`src/i2c_status_cfg.svh`:
```
`ifndef I2C_STATUS_CFG_SVH
`define I2C_STATUS_CFG_SVH

// ------------------------------------------------------------
// Register byte offsets
// ------------------------------------------------------------
`define OFS_STATUS 12'h000
`define OFS_CTRL 12'h004
`define OFS_BUFFER 12'h008
`define OFS_SLV_ADDR 12'h00C
`define OFS_INT_STAT 12'h010
`define OFS_INT_MASK 12'h014

// ------------------------------------------------------------
// Status flag positions
// ------------------------------------------------------------
`define ST_SMBUS 6
`define ST_DATA 5
`define ST_STOP 4
`define ST_START 3
`define ST_RW 2
`define ST_UA 1
`define ST_BF 0

// ------------------------------------------------------------
// Control positions, interrupt positions, reset values
// ------------------------------------------------------------
`define CT_PORT_EN 0
`define CT_SMBUS 1
`define CT_MASTER 2
`define CT_TEN_BIT 3
`define IN_START 0
`define IN_STOP 1
`define IN_BYTE 2
`define IN_MATCH 3
`define CTRL_RST 4'h0
`define SLV_ADDR_RST 8'h00
`define MASK_RST 4'h0

`endif

```
`src/i2c_status_pkg.sv`:
```
package i2c_status_pkg;

    typedef struct packed {
        logic start;
        logic stop;
        logic scl_rise;
        logic scl_fall;
        logic sda;
    } bus_ev_t;

    typedef struct packed {
        logic ten_bit;
        logic master_mode;
        logic smbus_sel;
        logic port_en;
    } ctrl_t;

    typedef enum logic [2:0] {
        ADDR_IDLE,
        ADDR_FIRST,
        ADDR_LOW,
        ADDR_MATCHED,
        ADDR_SKIP
    } addr_st_t;

endpackage : i2c_status_pkg
```
`src/i2c_cond_detect.sv`:
```
`timescale 1ns/1ps
module i2c_cond_detect
    import i2c_status_pkg::*;
(
    // Clock and reset
    input wire logic sys_clk,
    input wire logic resetn,
    // Bus pins, asynchronous to sys_clk
    input wire logic scl_pin,
    input wire logic sda_pin,
    // Decoded bus events
    output bus_ev_t ev
);

    logic [1:0] scl_sync_r;
    logic [1:0] sda_sync_r;
    logic scl_old_r;
    logic sda_old_r;
    logic scl_s;
    logic sda_s;
    bus_ev_t ev_nxt;

    assign scl_s = scl_sync_r[1];
    assign sda_s = sda_sync_r[1];

    // ------------------------------------------------------------
    // Conditions: SDA moves while SCL stays high
    // ------------------------------------------------------------
    assign ev_nxt.start = scl_s & scl_old_r & sda_old_r & ~sda_s;
    assign ev_nxt.stop = scl_s & scl_old_r & ~sda_old_r & sda_s;
    assign ev_nxt.scl_rise = scl_s & ~scl_old_r;
    assign ev_nxt.scl_fall = ~scl_s & scl_old_r;
    assign ev_nxt.sda = sda_s;

    // Idle bus is high, so the chain resets high to avoid a false edge.
    always_ff @(posedge sys_clk or negedge resetn) begin
        if (!resetn) begin
            scl_sync_r <= 2'h3;
            sda_sync_r <= 2'h3;
            scl_old_r <= 1'b1;
            sda_old_r <= 1'b1;
            ev <= '0;
        end else begin
            scl_sync_r <= {scl_sync_r[0], scl_pin};
            sda_sync_r <= {sda_sync_r[0], sda_pin};
            scl_old_r <= scl_s;
            sda_old_r <= sda_s;
            ev <= ev_nxt;
        end
    end

endmodule : i2c_cond_detect

```
`src/i2c_status_flags.sv`:
```
// Design decisions made here: the register offsets and the AHB-Lite register port.
`timescale 1ns/1ps
`include "i2c_status_cfg.svh"

module i2c_status_flags
    import i2c_status_pkg::*;
(
    // Clock and reset
    input wire logic sys_clk,
    input wire logic resetn,
    // AHB-Lite slave
    input wire logic hsel,
    input wire logic [31:0] haddr,
    input wire logic [1:0] htrans,
    input wire logic hwrite,
    input wire logic [2:0] hsize,
    input wire logic [31:0] hwdata,
    input wire logic hready,
    output logic hreadyout,
    output logic hresp,
    output logic [31:0] hrdata,
    // Bus pins
    input wire logic scl_pin,
    input wire logic sda_pin,
    // Master sequence generator state
    input wire logic master_tx_busy,
    input wire logic start_cond_enable,
    input wire logic repeated_start_enable,
    input wire logic stop_cond_enable,
    input wire logic receive_sequence_enable,
    input wire logic ack_sequence_enable,
    // Outputs
    output logic smbus_thresh_en,
    output logic port_active,
    output logic irq
);

    // ------------------------------------------------------------
    // Declarations
    // ------------------------------------------------------------
    bus_ev_t ev;
    ctrl_t ctrl_r;
    addr_st_t st_r;
    addr_st_t st_nxt;
    logic [7:0] slave_address_reg_r;
    logic [7:0] serial_shift_buffer_r;
    logic [7:0] shift_r;
    logic [3:0] bit_cnt_r;
    logic [3:0] int_stat_r;
    logic [3:0] int_mask_r;
    logic [3:0] int_ev;
    logic [11:0] wr_addr_r;
    logic wr_pend_r;
    logic start_seen_r;
    logic stop_seen_r;
    logic data_flag_r;
    logic rw_r;
    logic address_update_flag_r;
    logic buffer_full_flag_r;
    logic hi_ok_r;
    logic [7:0] byte_val;
    logic byte_done;
    logic ack_bit;
    logic nack;
    logic slave_mode;
    logic match_ev;
    logic match_rw;
    logic addr_byte;
    logic ua_set;
    logic rx_fill;
    logic tx_sent;
    logic buf_wr;
    logic buf_rd;
    logic rw_show;
    logic [7:0] status_word;
    logic [31:0] rd_word;
    logic [11:0] rd_addr;
    logic rd_take;
    logic wr_take;

    function automatic logic is_reg(input logic [11:0] a, input logic [11:0] ofs);
        is_reg = (a == ofs);
    endfunction : is_reg

    i2c_cond_detect u_detect (
        .sys_clk(sys_clk),
        .resetn(resetn),
        .scl_pin(scl_pin),
        .sda_pin(sda_pin),
        .ev(ev)
    );

    // ------------------------------------------------------------
    // AHB-Lite access decode
    // ------------------------------------------------------------
    // Zero wait states: reads are served from flops set up in the
    // address phase, writes land at the end of the data phase.
    assign hreadyout = 1'b1;
    assign hresp = 1'b0;
    assign rd_addr = haddr[11:0];
    assign rd_take = hsel & hready & htrans[1] & ~hwrite;
    assign wr_take = hsel & hready & htrans[1] & hwrite;
    assign buf_wr = wr_pend_r & is_reg(wr_addr_r, `OFS_BUFFER);
    assign buf_rd = rd_take & is_reg(rd_addr, `OFS_BUFFER);

    always_ff @(posedge sys_clk or negedge resetn) begin
        if (!resetn) begin
            wr_pend_r <= 1'b0;
            wr_addr_r <= 12'h000;
        end else begin
            wr_pend_r <= wr_take;
            wr_addr_r <= rd_addr;
        end
    end

    // ------------------------------------------------------------
    // Control registers
    // ------------------------------------------------------------
    always_ff @(posedge sys_clk or negedge resetn) begin
        if (!resetn) begin
            ctrl_r <= `CTRL_RST;
            slave_address_reg_r <= `SLV_ADDR_RST;
            int_mask_r <= `MASK_RST;
        end else if (wr_pend_r) begin
            if (is_reg(wr_addr_r, `OFS_CTRL))
                ctrl_r <= hwdata[3:0];
            if (is_reg(wr_addr_r, `OFS_SLV_ADDR))
                slave_address_reg_r <= hwdata[7:0];
            if (is_reg(wr_addr_r, `OFS_INT_MASK))
                int_mask_r <= hwdata[3:0];
        end
    end

    assign smbus_thresh_en = ctrl_r.smbus_sel;
    assign slave_mode = ctrl_r.port_en & ~ctrl_r.master_mode;
    assign port_active = master_tx_busy | start_cond_enable | repeated_start_enable |
                         stop_cond_enable | receive_sequence_enable |
                         ack_sequence_enable;

    // ------------------------------------------------------------
    // Bit counter and shifter
    // ------------------------------------------------------------
    // Bits are sampled on SCL rise; the ninth rise is the ack slot.
    assign byte_val = {shift_r[6:0], ev.sda};
    assign byte_done = ev.scl_rise & (bit_cnt_r == 4'h7);
    assign ack_bit = ev.scl_rise & (bit_cnt_r == 4'h8);
    assign nack = ack_bit & ev.sda;

    always_ff @(posedge sys_clk or negedge resetn) begin
        if (!resetn) begin
            bit_cnt_r <= 4'h0;
            shift_r <= 8'h00;
        end else if (ev.start | ev.stop | ~ctrl_r.port_en) begin
            bit_cnt_r <= 4'h0;
        end else if (ev.scl_rise) begin
            shift_r <= byte_val;
            bit_cnt_r <= ack_bit ? 4'h0 : bit_cnt_r + 4'h1;
        end
    end

    // ------------------------------------------------------------
    // Slave address recognition
    // ------------------------------------------------------------
    // Ten-bit: the first byte carries the high part, the second the
    // low part; a repeated Start with the high part and R/W set
    // re-addresses for reading a slave already matched.
    always_comb begin
        st_nxt = st_r;
        match_ev = 1'b0;
        match_rw = 1'b0;
        addr_byte = 1'b0;
        ua_set = 1'b0;
        if (!slave_mode || ev.stop) begin
            st_nxt = ADDR_IDLE;
        end else if (ev.start) begin
            st_nxt = ADDR_FIRST;
        end else if (byte_done) begin
            case (st_r)
                ADDR_FIRST: begin
                    addr_byte = 1'b1;
                    if (!ctrl_r.ten_bit) begin
                        if (byte_val[7:1] == slave_address_reg_r[6:0]) begin
                            st_nxt = ADDR_MATCHED;
                            match_ev = 1'b1;
                            match_rw = byte_val[0];
                        end else begin
                            st_nxt = ADDR_SKIP;
                        end
                    end else if (byte_val[7:1] == slave_address_reg_r[7:1]) begin
                        if (byte_val[0] && hi_ok_r) begin
                            st_nxt = ADDR_MATCHED;
                            match_ev = 1'b1;
                            match_rw = 1'b1;
                        end else begin
                            st_nxt = ADDR_LOW;
                            ua_set = 1'b1;
                        end
                    end else begin
                        st_nxt = ADDR_SKIP;
                    end
                end
                ADDR_LOW: begin
                    addr_byte = 1'b1;
                    if (byte_val == slave_address_reg_r) begin
                        st_nxt = ADDR_MATCHED;
                        match_ev = 1'b1;
                        ua_set = 1'b1;
                    end else begin
                        st_nxt = ADDR_SKIP;
                    end
                end
                default: begin
                    st_nxt = st_r;
                end
            endcase
        end
    end

    always_ff @(posedge sys_clk or negedge resetn) begin
        if (!resetn) begin
            st_r <= ADDR_IDLE;
            hi_ok_r <= 1'b0;
        end else begin
            st_r <= st_nxt;
            if (!slave_mode || ev.stop)
                hi_ok_r <= 1'b0;
            else if (match_ev && ctrl_r.ten_bit)
                hi_ok_r <= 1'b1;
        end
    end

    // ------------------------------------------------------------
    // Condition, data and direction flags
    // ------------------------------------------------------------
    always_ff @(posedge sys_clk or negedge resetn) begin
        if (!resetn) begin
            start_seen_r <= 1'b0;
            stop_seen_r <= 1'b0;
        end else if (!ctrl_r.port_en) begin
            start_seen_r <= 1'b0;
            stop_seen_r <= 1'b0;
        end else if (ev.start) begin
            start_seen_r <= 1'b1;
            stop_seen_r <= 1'b0;
        end else if (ev.stop) begin
            start_seen_r <= 1'b0;
            stop_seen_r <= 1'b1;
        end
    end

    always_ff @(posedge sys_clk or negedge resetn) begin
        if (!resetn) begin
            data_flag_r <= 1'b0;
            rw_r <= 1'b0;
        end else if (!slave_mode) begin
            data_flag_r <= 1'b0;
            rw_r <= 1'b0;
        end else begin
            if (addr_byte)
                data_flag_r <= 1'b0;
            else if (byte_done && st_r == ADDR_MATCHED)
                data_flag_r <= 1'b1;
            if (match_ev)
                rw_r <= match_rw;
            else if (ev.start || ev.stop || nack)
                rw_r <= 1'b0;
        end
    end

    assign rw_show = ctrl_r.master_mode ? master_tx_busy : rw_r;

    // ------------------------------------------------------------
    // Address update and buffer full
    // ------------------------------------------------------------
    // Set wins over clear so a late bus event is never dropped.
    assign rx_fill = byte_done & ((slave_mode & st_r == ADDR_MATCHED & ~rw_r) |
                     (ctrl_r.master_mode & receive_sequence_enable));
    assign tx_sent = byte_done & ((slave_mode & st_r == ADDR_MATCHED & rw_r) |
                     (ctrl_r.master_mode & master_tx_busy));

    always_ff @(posedge sys_clk or negedge resetn) begin
        if (!resetn) begin
            address_update_flag_r <= 1'b0;
            buffer_full_flag_r <= 1'b0;
            serial_shift_buffer_r <= 8'h00;
        end else begin
            if (ua_set && ctrl_r.ten_bit)
                address_update_flag_r <= 1'b1;
            else if (!ctrl_r.ten_bit || (wr_pend_r && is_reg(wr_addr_r, `OFS_SLV_ADDR)))
                address_update_flag_r <= 1'b0;
            if (rx_fill || buf_wr)
                buffer_full_flag_r <= 1'b1;
            else if (tx_sent || buf_rd || !ctrl_r.port_en)
                buffer_full_flag_r <= 1'b0;
            if (rx_fill)
                serial_shift_buffer_r <= byte_val;
            else if (buf_wr)
                serial_shift_buffer_r <= hwdata[7:0];
        end
    end

    // ------------------------------------------------------------
    // Interrupts
    // ------------------------------------------------------------
    assign int_ev = {match_ev, byte_done & ctrl_r.port_en,
                     ev.stop & ctrl_r.port_en, ev.start & ctrl_r.port_en};

    always_ff @(posedge sys_clk or negedge resetn) begin
        if (!resetn)
            int_stat_r <= 4'h0;
        else if (wr_pend_r && is_reg(wr_addr_r, `OFS_INT_STAT))
            int_stat_r <= (int_stat_r & ~hwdata[3:0]) | int_ev;
        else
            int_stat_r <= int_stat_r | int_ev;
    end

    assign irq = |(int_stat_r & int_mask_r);

    // ------------------------------------------------------------
    // Read path
    // ------------------------------------------------------------
    // The status word has no write path of its own, so a write to its
    // offset cannot disturb the flags.
    assign status_word = {1'b0, ctrl_r.smbus_sel, data_flag_r, stop_seen_r,
                          start_seen_r, rw_show, address_update_flag_r,
                          buffer_full_flag_r};
    assign rd_word = is_reg(rd_addr, `OFS_STATUS) ? {24'h000000, status_word} :
                     is_reg(rd_addr, `OFS_CTRL) ? {28'h0000000, ctrl_r} :
                     is_reg(rd_addr, `OFS_BUFFER) ? {24'h000000, serial_shift_buffer_r} :
                     is_reg(rd_addr, `OFS_SLV_ADDR) ? {24'h000000, slave_address_reg_r} :
                     is_reg(rd_addr, `OFS_INT_STAT) ? {28'h0000000, int_stat_r} :
                     is_reg(rd_addr, `OFS_INT_MASK) ? {28'h0000000, int_mask_r} :
                     32'h00000000;

    always_ff @(posedge sys_clk or negedge resetn) begin
        if (!resetn)
            hrdata <= 32'h00000000;
        else if (rd_take)
            hrdata <= rd_word;
    end
endmodule : i2c_status_flags

```
`config.mk`:
```
export PLATFORM = sky130hd
export DESIGN_NAME = i2c_status_flags
export DESIGN_NICKNAME = d
export VERILOG_FILES = /design/src/i2c_status_pkg.sv /design/src/i2c_cond_detect.sv /design/src/i2c_status_flags.sv
export VERILOG_INCLUDE_DIRS = /design/src
export SDC_FILE = /design/constraint.sdc
export NUM_CORES = 1
export LEC_CHECK = 0
export BUFFER_PORTS_ARGS = -buffer_cell sky130_fd_sc_hd__buf_2
export CAP_MARGIN = 20
export CORE_MARGIN = 3
export CORE_UTILIZATION = 40
export CTS_CLUSTER_DIAMETER = 30
export DETAILED_ROUTE_END_ITERATION = 16
export HOLD_SLACK_MARGIN = 0.06
export PLACE_DENSITY = 0.69
export SETUP_SLACK_MARGIN = 0.5
export SYNTH_ARGS = -nofsm -noshare
export SYNTH_HDL_FRONTEND = slang
export SYNTH_HIERARCHICAL = 1
export SYNTH_SLANG_ARGS = --single-unit
```
`constraint.sdc`:
```
create_clock -name sys_clk -period 1.8 [get_ports sys_clk]
set_clock_uncertainty 0.2 [all_clocks]
set_input_delay 0.36 -clock sys_clk [delete_from_list [all_inputs] [get_ports sys_clk]]
set_output_delay 0.36 -clock sys_clk [all_outputs]
set_load 0.01 [all_outputs]
```
; ---- After elaboration in Yosys (flattened, before gate mapping)
; Index checks and enable logic that the tools add are counted.
[op_classes]
bitwise = 48
mux = 66
multipliers = 0
n_reduce_logical = 31
n_div = 0
shifts = 0
n_eq_ne = 21
add_sub_neg = 1
magnitude_cmp = 0
[ops]
columns = cell, count
row1 = $eq 12x4->1 const B, 4
row2 = $eq 12x5->1 const B, 4
row3 = $mux 8, 6
row4 = $mux 1, 44
row5 = $and 1x1->1, 26
row6 = $eq 12x3->1 const B, 2
row7 = $mux 4, 6
row8 = $mux 3, 7
row9 = $eq 7x7->1, 2
row10 = $logic_not 12->1, 1
row11 = $reduce_and 2->1, 5
row12 = $reduce_bool 2->1, 5
row13 = $ne 3x1->1 const B, 3
row14 = $or 1x1->1, 9
row15 = $and 4x4->4, 2
row16 = $eq 8x8->1, 1
row17 = $not 1->1, 8
row18 = $or 4x4->4, 2
row19 = $logic_or 1x1->1, 7
row20 = $eq 3x2->1 const B, 2
row21 = $logic_and 1x1->1, 6
row22 = $pmux 3 s2, 1
row23 = $add 4x1->4 const B, 1
row24 = $eq 4x3->1 const B, 1
row25 = other kinds (9), 12
[totals]
latchBits = 0
input_bits = 82
memories = 0
word_cells = 196
ram_bits = 0
reg_bits = 104
mem_bits_ro = 0
output_inout_bits = 37

; ---- Logic depth before layout (Yosys ltp)
; Gate-level depths: netlist of run 1.
[logic_depth]
ltp_word = 11
mapped_depth = 7
ltp_nobuf = 6

; ---- Hierarchy
; The synthesis of run 1 kept the hierarchy.
[by_module_without_submodules]
columns = mod, area_per_inst_um2, cells_per_inst, instances
row1 = i2c_status_flags, 3797.4, 357, 1
row2 = i2c_cond_detect, 315.3, 15, 1

; ---- Worst setup path after synthesis of run 1
; OpenSTA, ideal clock, no wires.
[synth_path]
kind = reg-to-reg
startpoint = register wr_addr_r[7]
endpoint = register ctrl_r[0] in the netlist's numbering
path_stages_with_launch = 5
n_path_buf = 0
arrival_ns = 1.662
path_slack_ns = -0.187
path_cell_list = dfrtp_1 -> nor4_4 -> nand3_2 -> or4b_4 -> mux2_4
[synth_between]
elab_chain_len = 2
[synth_lines]
columns = element, line_no
row1 = "start, declared", i2c_status_flags.sv:52  ; logic [11:0] wr_addr_r;
row2 = "start signal, assigned", i2c_status_flags.sv:112  ; wr_addr_r <= rd_addr;
row3 = $eq 12x3->1, i2c_status_flags.sv:82  ; is_reg = (a == ofs);
row4 = $reduce_and 2->1 (no source line), --
row5 = "end signal, assigned", i2c_status_flags.sv:121  ; ctrl_r <= `CTRL_RST;
row6 = "end signal, assigned", i2c_status_flags.sv:126  ; ctrl_r <= hwdata[3:0];
row7 = "end, declared", i2c_status_flags.sv:42  ; ctrl_t ctrl_r;
; Every way passes these cells.
; A chain may end at the register's enable or synchronous reset.

; ---- Worst setup path after layout of run 1
[layout_path]
startpoint = register wr_addr_r[1]
endpoint = register ctrl_r (netlist bit smbus_thresh_en)
; The elaborated chain is that of the path after synthesis.

==> results of run 1 <==
==> state kept, by name, indices dropped and copies added, names as in the netlist, 2 cells and up <==
name / flops
u_detect/sda_sync_r: 2
shift_r: 7
int_stat_r: 4
int_mask_r: 4
wr_addr_r: 12
serial_shift_buffer_r: 8
st_r: 3
u_detect/scl_sync_r: 2
u_detect/ev: 4
ctrl_r: 3
hrdata: 8
slave_address_reg_r: 8
bit_cnt_r: 4
==> layer usage <==
metal / vias to the layer above / share of wire / wire length (um) / global-route usage
met5: - / 0 / 0 / 0
met4: 0 / 0.020 / 225 / 0.06301
met3: 19 / 0.051 / 574 / 0.04275
met2: 112 / 0.51 / 5662 / 0.3192
met1: 1684 / 0.42 / 4738 / 0.2528
li1: 1575 / - / - / -
==> cell type report <==
| type | instances | area [um2] |
|---|---|---|
| diodes | 1 | 2.502 |
| well taps | 133 | 166.4 |
| repair buffers | 145 | 1211 |
| multi-input cells | 269 | 2336 |
| inverters | 7 | 33.78 |
| clock inverters | 4 | 77.57 |
| fillers | 738 | 3874 |
| clock buffers | 12 | 145.1 |
| flip-flops and latches | 80 | 2018 |
==> cell usage in the layout, fill, tap and decap left out, drive strengths merged, types with 3 or more instances in the layout <==
| cell type | instances |
|---|---|
| nand2b | 4 |
| nor2b | 9 |
| conb | 26 |
| and4b | 3 |
| dfrtp | 74 |
| inv | 8 |
| o31ai | 4 |
| o22ai | 3 |
| nand3 | 6 |
| a21oi | 6 |
| nor3b | 4 |
| clkbuf | 12 |
| dfstp | 6 |
| nand2 | 34 |
| o21ai | 20 |
| and3 | 4 |
| xor2 | 14 |
| a22oi | 10 |
| nor4 | 11 |
| nor3 | 5 |
| a221o | 4 |
| mux2 | 29 |
| o21a | 4 |
| o211ai | 3 |
| dlygate4sd3 | 17 |
| nor2 | 17 |
| buf | 128 |
| mux2i | 17 |
==> worst max-delay path: cells and delay by family, from the launching register on <==
kind,cells,cell delay (ns)
flip-flops,1,0.40
multiplexers,1,0.33
AND/OR/NAND/NOR,3,1.00
==> worst min-delay path by stage <==
stage,to,slack (ns),cells past startpoint
after floorplan,address_update_flag_r$_DFFE_PN0P_,-0.14,0
after global placement,rw_r$_DFFE_PN0P_,0.12,1
after detailed placement,rw_r$_DFFE_PN0P_,0.11,1
after CTS,wr_pend_r$_DFF_PN0_,0.07,2
after global routing,wr_pend_r$_DFF_PN0_,0.08,2
final,wr_pend_r$_DFF_PN0_,0.08,2
==> power by group through the flow <==
stage	clock network [mW]	logic [mW]	registers [mW]
after floorplan	0	0.428	2.05
after global placement	0	0.775	2.05
after detailed placement	0	0.791	2.06
after CTS	1.52	0.921	2.03
after global routing	1.61	1.15	2.06
final	1.51	1.07	2.04
==> per-stage QoR <==
stage / cell area (um2) / power (mW)
3_3_place_gp: 4887 / 2.828
5_1_grt: 5991 / 4.810
4_1_cts: 5618 / 4.474
3_5_place_dp: 4887 / 2.850
2_1_floorplan: 4318 / 2.480
6_report: 5991 / 4.619
==> what timing repair did <==
| action | CTS | global route |
|---|---|---|
| setup endpoints to repair | 66 | 66 |
| buffers inserted | 15 | 17 |
| gates resized for setup | 54 | 58 |
| hold buffers | 17 | 0 |
| hold endpoints to repair | 89 | 0 |
| pin swaps | 23 | 29 |
| gates cloned | 1 | 0 |
==> results by group, run 1 <==
Yosys
  – Gate Count Post-Synth: 370
  – Syn. warnings: 6
  – Post-Syn Area: 4081 um2
  – Mapped Avg Cell Area: about 11 um2

Setup path
  – Crit path from: wr_addr_r[1]$_DFF_PN0_
  – FF-to-FF End: smbus_thresh_en$_DFFE_PN0P_
  – Crit-path cells: nor4_2, nand3_2, or4b_4, mux2_4
  – Slack of the worst reg-to-reg path: -0.25 ns
  – Crit Path Max Fanout: 4
  – Data required, critical path: 1.84 ns
  – Critical path's slowest cell: or4b_4
  – Worst path max stage delay: about 0.58 ns
  – Crit path kind: flop to flop
  – Crit path capture type: flop
  – Reg2Reg Depth: 4
  – CP startpoint kind: flop
  – Critical path data arrival time: between 2 and 2.5 ns
  – Worst r2r src: wr_addr_r[1]$_DFF_PN0_
  – Crit path capture: smbus_thresh_en$_DFFE_PN0P_

STA
  – RSZ-0062 raised after global routing: yes
  – TNS Setup: -4.909 ns
  – Period Utilization, post-route: 1.139
  – Final WS setup: -0.2493 ns
  – Fin crit period: ~2 ns
  – Hold slack final: ~0.081 ns
  – Final setup viols: 34
  – Slew Viols, Final: 0
  – Final hold violations: 0
  – F_max: 488.0 MHz

Clocking
  – CTS Root Cell: clkbuf_8
  – Worst skew pair latency: 0.36 ns
  – CTS HTree Levels: 3
  – CTS Sinks: 80
  – Clock Pin Slew Worst Setup and Hold Paths: roughly 0.090 ns
  – Clock tree buffer depth: 2
  – CTS buffer count: 9
  – CTS tree: done

Routing
  – Routed wire per std cell: 17.20 um
  – Via count: 3390
  – Final wirelength: about 11000 um
  – Pre-Repair DR Iteration Count: 4
  – Antenna Nets Post-Route: 0
  – Vias per cell: between 5 and 6
  – Starting DRT DRC Count: 263
  – # DRC: 0

Placement
  – Placed cells: between 500 and 600
  – Port bufs: 44
  – Dpl hpwl: slightly above 7000 um
  – Worst Setup Slack post-DPL: -0.2437 ns
  – Routability Congestion: 0.8770

Finish
  – Post-layout util: 0.6073
  – Layout cells sized above 1: 0.4836
  – Area growth syn-to-layout: 46.78%
  – Final nets: 596
  – Finished Layout Cells: 651

Hold path
  – Worst min path class: input port to flop
  – Hold path start: hready

Status
  – Status: finished, violations left
  – Failing checks: setup timing

Floorplanning
  – Die W: 107.0 um
  – Die area: 11450 um2
  – Die H: 107.0 um
  – # IOs: 119
  – Starting Density: 0.4137
  – Cell Rows: 36
  – Total core area: 9864 um2

Power
  – Pwr dens: 771.1 nW/um2
  – Combinational power share: 0.231
  – Clock power frac: 0.327
  – Pint: 3.318 mW
  – VDD IR-drop max: 0.7103 mV
  – Sw Pwr: 1.301 mW
  – Sequential power share: 0.441
  – Net Sw Frac: 0.2817
  – Pleak: 2.704 nW

GRT
  – Overflow after GRT: 0
  – Global-route wire length before repair: 17180 um
  – Vias in the first global route: 3331
  – Initial antenna violation count: 1
  – Largest net degree at the start of global routing: 30
  – GR Util All Layers: 0.1933

Job
  – Max Cap Viol: 0
Note: power is estimated with default switching activity, not from simulation.
==> run 2, diff against run 1 <==
--- a/config.mk
+++ b/config.mk
@@ -13,7 +13,7 @@
 export CTS_CLUSTER_DIAMETER = 30
 export DETAILED_ROUTE_END_ITERATION = 16
 export HOLD_SLACK_MARGIN = 0.06
-export PLACE_DENSITY = 0.69
+export PLACE_DENSITY = 0.67
 export SETUP_SLACK_MARGIN = 0.5
 export SYNTH_ARGS = -nofsm -noshare
 export SYNTH_HDL_FRONTEND = slang
==> run 2 against run 1 <==
  * The flow still finishes with violations (setup timing)
  * Clock power fell by 14%
  * Die area did not move
  * Final cell count fell by 0.15%
  * Final area fell by 1.6%
  * Flip-flop and latch count did not move
  * Register-to-register slack got worse by 0.03 ns
  * Sequential share of layout area rose by 0.45 points
  * Core utilization fell by 0.95 points
  * Critical path depth did not move
  * Hold slack improved by 0.0038 ns
  * Non-clock buffer count did not move
==> results by group, run 2 (synthesis results as in run 1) <==
Routing
  – Pre-Repair DR Iteration Count: 5
  – Vias per cell: 5.338
  – Via count: 3470
  – Final wirelength: approximately 11000 um
  – Starting DRT DRC Count: 141
  – Routed wire per std cell: approximately 17 um
  – Antenna Nets Post-Route: 0
  – # DRC: 0

Clocking
  – CTS HTree Levels: 3
  – CTS tree: done
  – Worst skew pair latency: 0.36 ns
  – CTS buffer count: 9
  – Clock Pin Slew Worst Setup and Hold Paths: 0.09 ns
  – CTS Root Cell: clkbuf_8
  – CTS Sinks: 80
  – Clock tree buffer depth: 2

Status
  – Status: finished, violations left
  – Failing checks: setup timing

GRT
  – Grt met1 use: 0.2539
  – Overflow after GRT: 0
  – GRT Max-Usage Layer: met2
  – GR met3 Demand/Resource: 0.03974
  – Global-route wire length before repair: 17580 um
  – Largest net degree at the start of global routing: 36
  – Initial antenna violation count: 0
  – GRT met2 Usage: 0.3314
  – Vias in the first global route: roughly 3500
  – GR Util All Layers: 0.1970

Finish
  – Biggest register: wr_addr_r
  – Fin area: 5897 um2
  – Number of flip-flops in the largest register: 12
  – Final nets: 596
  – Antenna Diode Count: 0
  – Post-layout util: 0.5978
  – Fill cells: 775
  – Commonest non-fill, non-tap cell in the layout: dfrtp_1
  – Layout cells sized above 1: 0.4758
  – Area growth syn-to-layout: 44.48%
  – Commonest non-fill, non-tap cells in the layout: 71 x dfrtp_1, 62 x buf_4, 38 x buf_2
  – Finished Layout Cells: 650

Floorplanning
  – # IOs: ~120
  – Die H: ~110 um
  – Starting Density: 0.4137
  – Die area: between 10000 and 15000 um2
  – Die W: 107.0 um
  – Total core area: 9864 um2
  – Cell Rows: 36

Setup path
  – Family with the most delay on the worst path: simple AND/OR/NAND/NOR gates
  – Critical path data arrival time: 2.13 ns
  – Worst path max stage delay: 0.57 ns
  – Crit path kind: flop to flop
  – Crit Path Max Fanout: 4
  – Crit-path cells: nor4_4, nand3_2, or4b_4, mux2_4
  – Slack of the worst reg-to-reg path: -0.28 ns
  – Worst Path Buf+Inv: 0
  – CP startpoint kind: flop
  – Critical path's slowest cell: or4b_4
  – Crit path capture type: flop
  – Data required, critical path: 1.85 ns

STA
  – Final WS setup: -0.2788 ns
  – Final hold violations: 0
  – RSZ-0062 raised after global routing: yes
  – Fin crit period: 2.079 ns
  – Slew Viols, Final: 0
  – F_max: about 480 MHz
  – Period Utilization, post-route: 1.155
  – TNS Setup: -6.340 ns
  – Final setup viols: 33

Power
  – VDD IR-drop max: roughly 0.56 mV
  – Pleak: between 2 and 3 nW
  – Pwr dens: approximately 730 nW/um2

Placement
  – Placed cells: between 500 and 600
  – Routability Congestion: 0.8417
  – Dpl hpwl: 7478 um
  – DP Area: between 4000 and 5000 um2
  – Worst Setup Slack post-DPL: -0.2296 ns
  – Port bufs: between 40 and 50

Hold path
  – Worst min path class: input port to flop

Job
  – Max Cap Viol: 0
run 2: changes by cell type in the layout (fill, tap and decap cells not counted), moves of 4 or more:
cell,change
buf_6,-7
nor4_2,+5
dfrtp_2,-4
dfrtp_1,+4
buf_4,+8
run 2: report_power, final:
group | total (mW) | switching [mW] | internal [mW]
Clock | 1.30 | 0.670 | 0.634
Combinational | 1.00 | 0.448 | 0.552
Sequential | 2.03 | 0.119 | 1.91
Total | 4.33 | 1.24 | 3.09
run 2: per-layer routing:
layer / routed length, um / part of all wire
met1: 4661 / 0.42
met2: 5676 / 0.51
met3: 608 / 0.054
met4: 228 / 0.020
met5: 0 / 0
run 2: worst paths after layout:
kind | cells after the start | from | endpoint
hold / removal | 2 | hready | wr_pend_r$_DFF_PN0_
max in group asynchronous | 3 | resetn | u_detect/scl_old_r$_DFF_PN1_
setup / recovery | 4 | wr_addr_r[7]$_DFF_PN0_ | ctrl_r[2]$_DFFE_PN0P_
min in group asynchronous | 2 | resetn | wr_addr_r[10]$_DFF_PN0_
hold reg to reg | 0 | u_detect/sda_sync_r[0]$_DFF_PN1_ | u_detect/sda_sync_r[1]$_DFF_PN1_
setup reg to reg | 4 | wr_addr_r[7]$_DFF_PN0_ | ctrl_r[2]$_DFFE_PN0P_
run 2: worst register-to-register path: cells and delay by family, from the launching register on:
family	cells	cell delay (ns)
AND/OR/NAND/NOR	3	1.00
flip-flops	1	0.43
multiplexers	1	0.33
run 2: stage by stage:
step / hold WS, ns / power, mW
after floorplan: -0.1356 / 2.480
after global placement: 0.06982 / 2.801
after detailed placement: 0.07467 / 2.829
after CTS: 0.06127 / 4.318
after global routing: 0.07433 / 4.528
final: 0.08514 / 4.330
run 2: area by class of cell:
type / instances / area, um2 / share of cell area
repair buffers: 145 / 1192 / 0.2022
clock buffers: 10 / 127.6 / 0.02164
inverters: 7 / 33.78 / 0.005729
well taps: 133 / 166.4 / 0.02822
clock inverters: 6 / 60.06 / 0.01018
flip-flops and latches: 80 / 2013 / 0.3414
multi-input cells: 269 / 2303 / 0.3906
run 2: repair_timing:
action / in CTS / in global routing
hold buffers: 17 / 0
pin swaps: 35 / 20
gates cloned: 0 / 1
endpoints found under the setup margin: 66 / 66
buffers inserted: 20 / 12
resized for setup: 63 / 41
hold endpoints to repair: 90 / 0
==> run 3, diff against run 2 <==
--- a/config.mk
+++ b/config.mk
@@ -6,14 +6,14 @@
 export SDC_FILE = /design/constraint.sdc
 export NUM_CORES = 1
 export LEC_CHECK = 0
-export BUFFER_PORTS_ARGS = -buffer_cell sky130_fd_sc_hd__buf_2
 export CAP_MARGIN = 20
 export CORE_MARGIN = 3
 export CORE_UTILIZATION = 40
 export CTS_CLUSTER_DIAMETER = 30
 export DETAILED_ROUTE_END_ITERATION = 16
+export DONT_BUFFER_PORTS = 1
 export HOLD_SLACK_MARGIN = 0.06
-export PLACE_DENSITY = 0.67
+export PLACE_DENSITY = 0.56
 export SETUP_SLACK_MARGIN = 0.5
 export SYNTH_ARGS = -nofsm -noshare
 export SYNTH_HDL_FRONTEND = slang
==> run 3 against run 2 <==
  * Register-to-register slack improved by 0.04 ns
  * First-iteration DRC count decreased by 8.5%
  * Largest cell class unchanged
  * Power shrank 4.8%
  * Sequential share of layout area grew 2.1 points
  * The run ends with hold timing, setup timing left
  * Routed wire length fell by 4.7%
  * Clock power shrank 5%
  * Maximum frequency increased by 2.0%
  * Critical endpoint is now ctrl_r[0]$_DFFE_PN0P_
  * Core utilization decreased by 3.4 points
==> results by group, run 3 (synthesis results as in run 1) <==
Routing
  – Met1 Routed Length: 4961 um
  – Max Used Layer: met4
  – Routed wire per std cell: 17.80 um
  – DR WL met3: 401 um
  – Final wirelength: between 10000 and 15000 um
  – Via count: 3096
  – Pre-Repair DR Iteration Count: 4
  – Antenna Nets Post-Route: 0
  – Vias per cell: 5.177
  – Met2 Wirelength: 5150 um
  – Starting DRT DRC Count: between 100 and 150
  – # DRC: 0

Placement
  – DP Area: 4619 um2
  – Port bufs: 0
  – Dpl hpwl: a little over 7000 um
  – Routability Congestion: ~0.85

Power
  – Pwr dens: around 740 nW/um2
  – Pleak: 2.430 nW
  – VDD IR-drop max: 0.4771 mV

Floorplanning
  – Total core area: between 9000 and 10000 um2
  – # IOs: 119
  – Die area: roughly 11000 um2
  – Die H: approximately 110 um
  – Starting Density: 0.4137
  – Die W: roughly 110 um
  – Cell Rows: 36

STA
  – Final setup viols: 34
  – Slew Viols, Final: 0
  – F_max: 490.6 MHz
  – Final hold violations: 80
  – Final WS setup: -0.2385 ns
  – Fin crit period: 2.039 ns
  – TNS Setup: -4.707 ns
  – Period Utilization, post-route: 1.133
  – RSZ-0062 raised after global routing: yes
  – Hold slack final: -0.5007 ns

Finish
  – Final nets: 543
  – Layout cells sized above 1: 0.3944
  – Fin area: roughly 5600 um2
  – Biggest register: wr_addr_r
  – Area growth syn-to-layout: 36.24%
  – Commonest non-fill, non-tap cells in the layout: 70 x dfrtp_1, 43 x buf_4, 26 x conb_1
  – Commonest non-fill, non-tap cell in the layout: dfrtp_1
  – Number of flip-flops in the largest register: 12

Setup path
  – CP startpoint kind: flop
  – Critical path data arrival time: around 2.1 ns
  – Data required, critical path: 1.85 ns
  – Crit-path cells: nor4_4, nand3_2, or4b_4, mux2_4
  – Slack of the worst reg-to-reg path: -0.24 ns
  – Crit path capture type: flop
  – Critical path's slowest cell: or4b_4
  – Worst path max stage delay: around 0.56 ns
  – Crit path kind: flop to flop
  – Crit Path Max Fanout: 4

Clocking
  – Clock tree buffer depth: 2
  – CTS Sinks: 80
  – CTS tree: done
  – Clock Pin Slew Worst Setup and Hold Paths: 0.09 ns
  – Worst skew pair latency: 0.36 ns
  – CTS buffer count: 9
  – CTS Root Cell: clkbuf_8
  – CTS HTree Levels: 3

Status
  – Failing checks: hold timing, setup timing
  – Status: finished, violations left

Job
  – Max Cap Viol: 0

GRT
  – Overflow after GRT: 0
  – Largest net degree at the start of global routing: 81
  – Global-route wire length before repair: 17170 um
  – Initial antenna violation count: 1
  – GR Util All Layers: 0.1966
  – Vias in the first global route: 3240

Hold path
  – Worst min path class: input port to asynchronous set/reset pin
## run 3: power breakdown
group / switching, mW / internal, mW
logic: 0.348 / 0.493
registers: 0.130 / 1.91
clock network: 0.698 / 0.544
total: 1.18 / 2.95
## run 3: area by class of cell
type / count / area (um2)
diodes: 1 / 2.502
repair buffers: 92 / 873.3
well taps: 133 / 166.4
clock inverters: 6 / 43.79
inverters: 7 / 31.28
multi-input cells: 269 / 2291
fillers: 858 / 4304
flip-flops and latches: 80 / 2014
clock buffers: 10 / 137.6
## run 3: worst max-delay path: cells and delay by family (launching register included)
kind | cells | cell delay [ns]
and+or+nand+nor | 3 | 0.98
DFF | 1 | 0.43
muxes | 1 | 0.32
## run 3: final timing paths
kind                                                  start                              endpoint  cells past startpoint
setup / recovery                     wr_addr_r[7]$_DFF_PN0_                 ctrl_r[0]$_DFFE_PN0P_                      4
hold / removal                                       resetn                   st_r[0]$_DFFE_PN0P_                      0
setup reg to reg                     wr_addr_r[7]$_DFF_PN0_                 ctrl_r[0]$_DFFE_PN0P_                      4
hold reg to reg            u_detect/sda_sync_r[0]$_DFF_PN1_      u_detect/sda_sync_r[1]$_DFF_PN1_                      0
max in group asynchronous                            resetn          u_detect/sda_old_r$_DFF_PN1_                      0
min in group sys_clk                              hwdata[0]  serial_shift_buffer_r[0]$_DFFE_PN0P_                      2
## run 3: through the flow
| step | power [mW] | hold WS [ns] | util | setup slack (ns) | std cells |
|---|---|---|---|---|---|
| 5_1_grt | 4.343 | -0.5441 | 0.5637 | -0.3718 | 598 |
| 6_report | 4.122 | -0.5007 | 0.5637 | -0.2385 | 598 |
| 3_5_place_dp | 2.720 | -0.1332 | 0.4683 | -0.2115 | 539 |
| 3_3_place_gp | 2.711 | -0.1330 | 0.4683 | -0.2033 | 539 |
| 2_1_floorplan | 2.480 | -0.1356 | - | -0.1749 | 394 |
| 4_1_cts | 4.120 | -0.5346 | 0.5419 | -0.2199 | 590 |
## run 3: repair_timing
action,in CTS,in global routing
pin swaps,31,25
endpoints found under the setup margin,65,66
hold endpoints to repair,132,84
gates cloned,1,0
gates resized for setup,60,34
hold buffers,25,1
setup buffers,9,6
## run 3: layer usage
layer,vias up,GRT usage
met1,1553,0.2603
met4,0,0.05845
met2,61,0.3183
met5,-,0
met3,11,0.05057
li1,1471,-
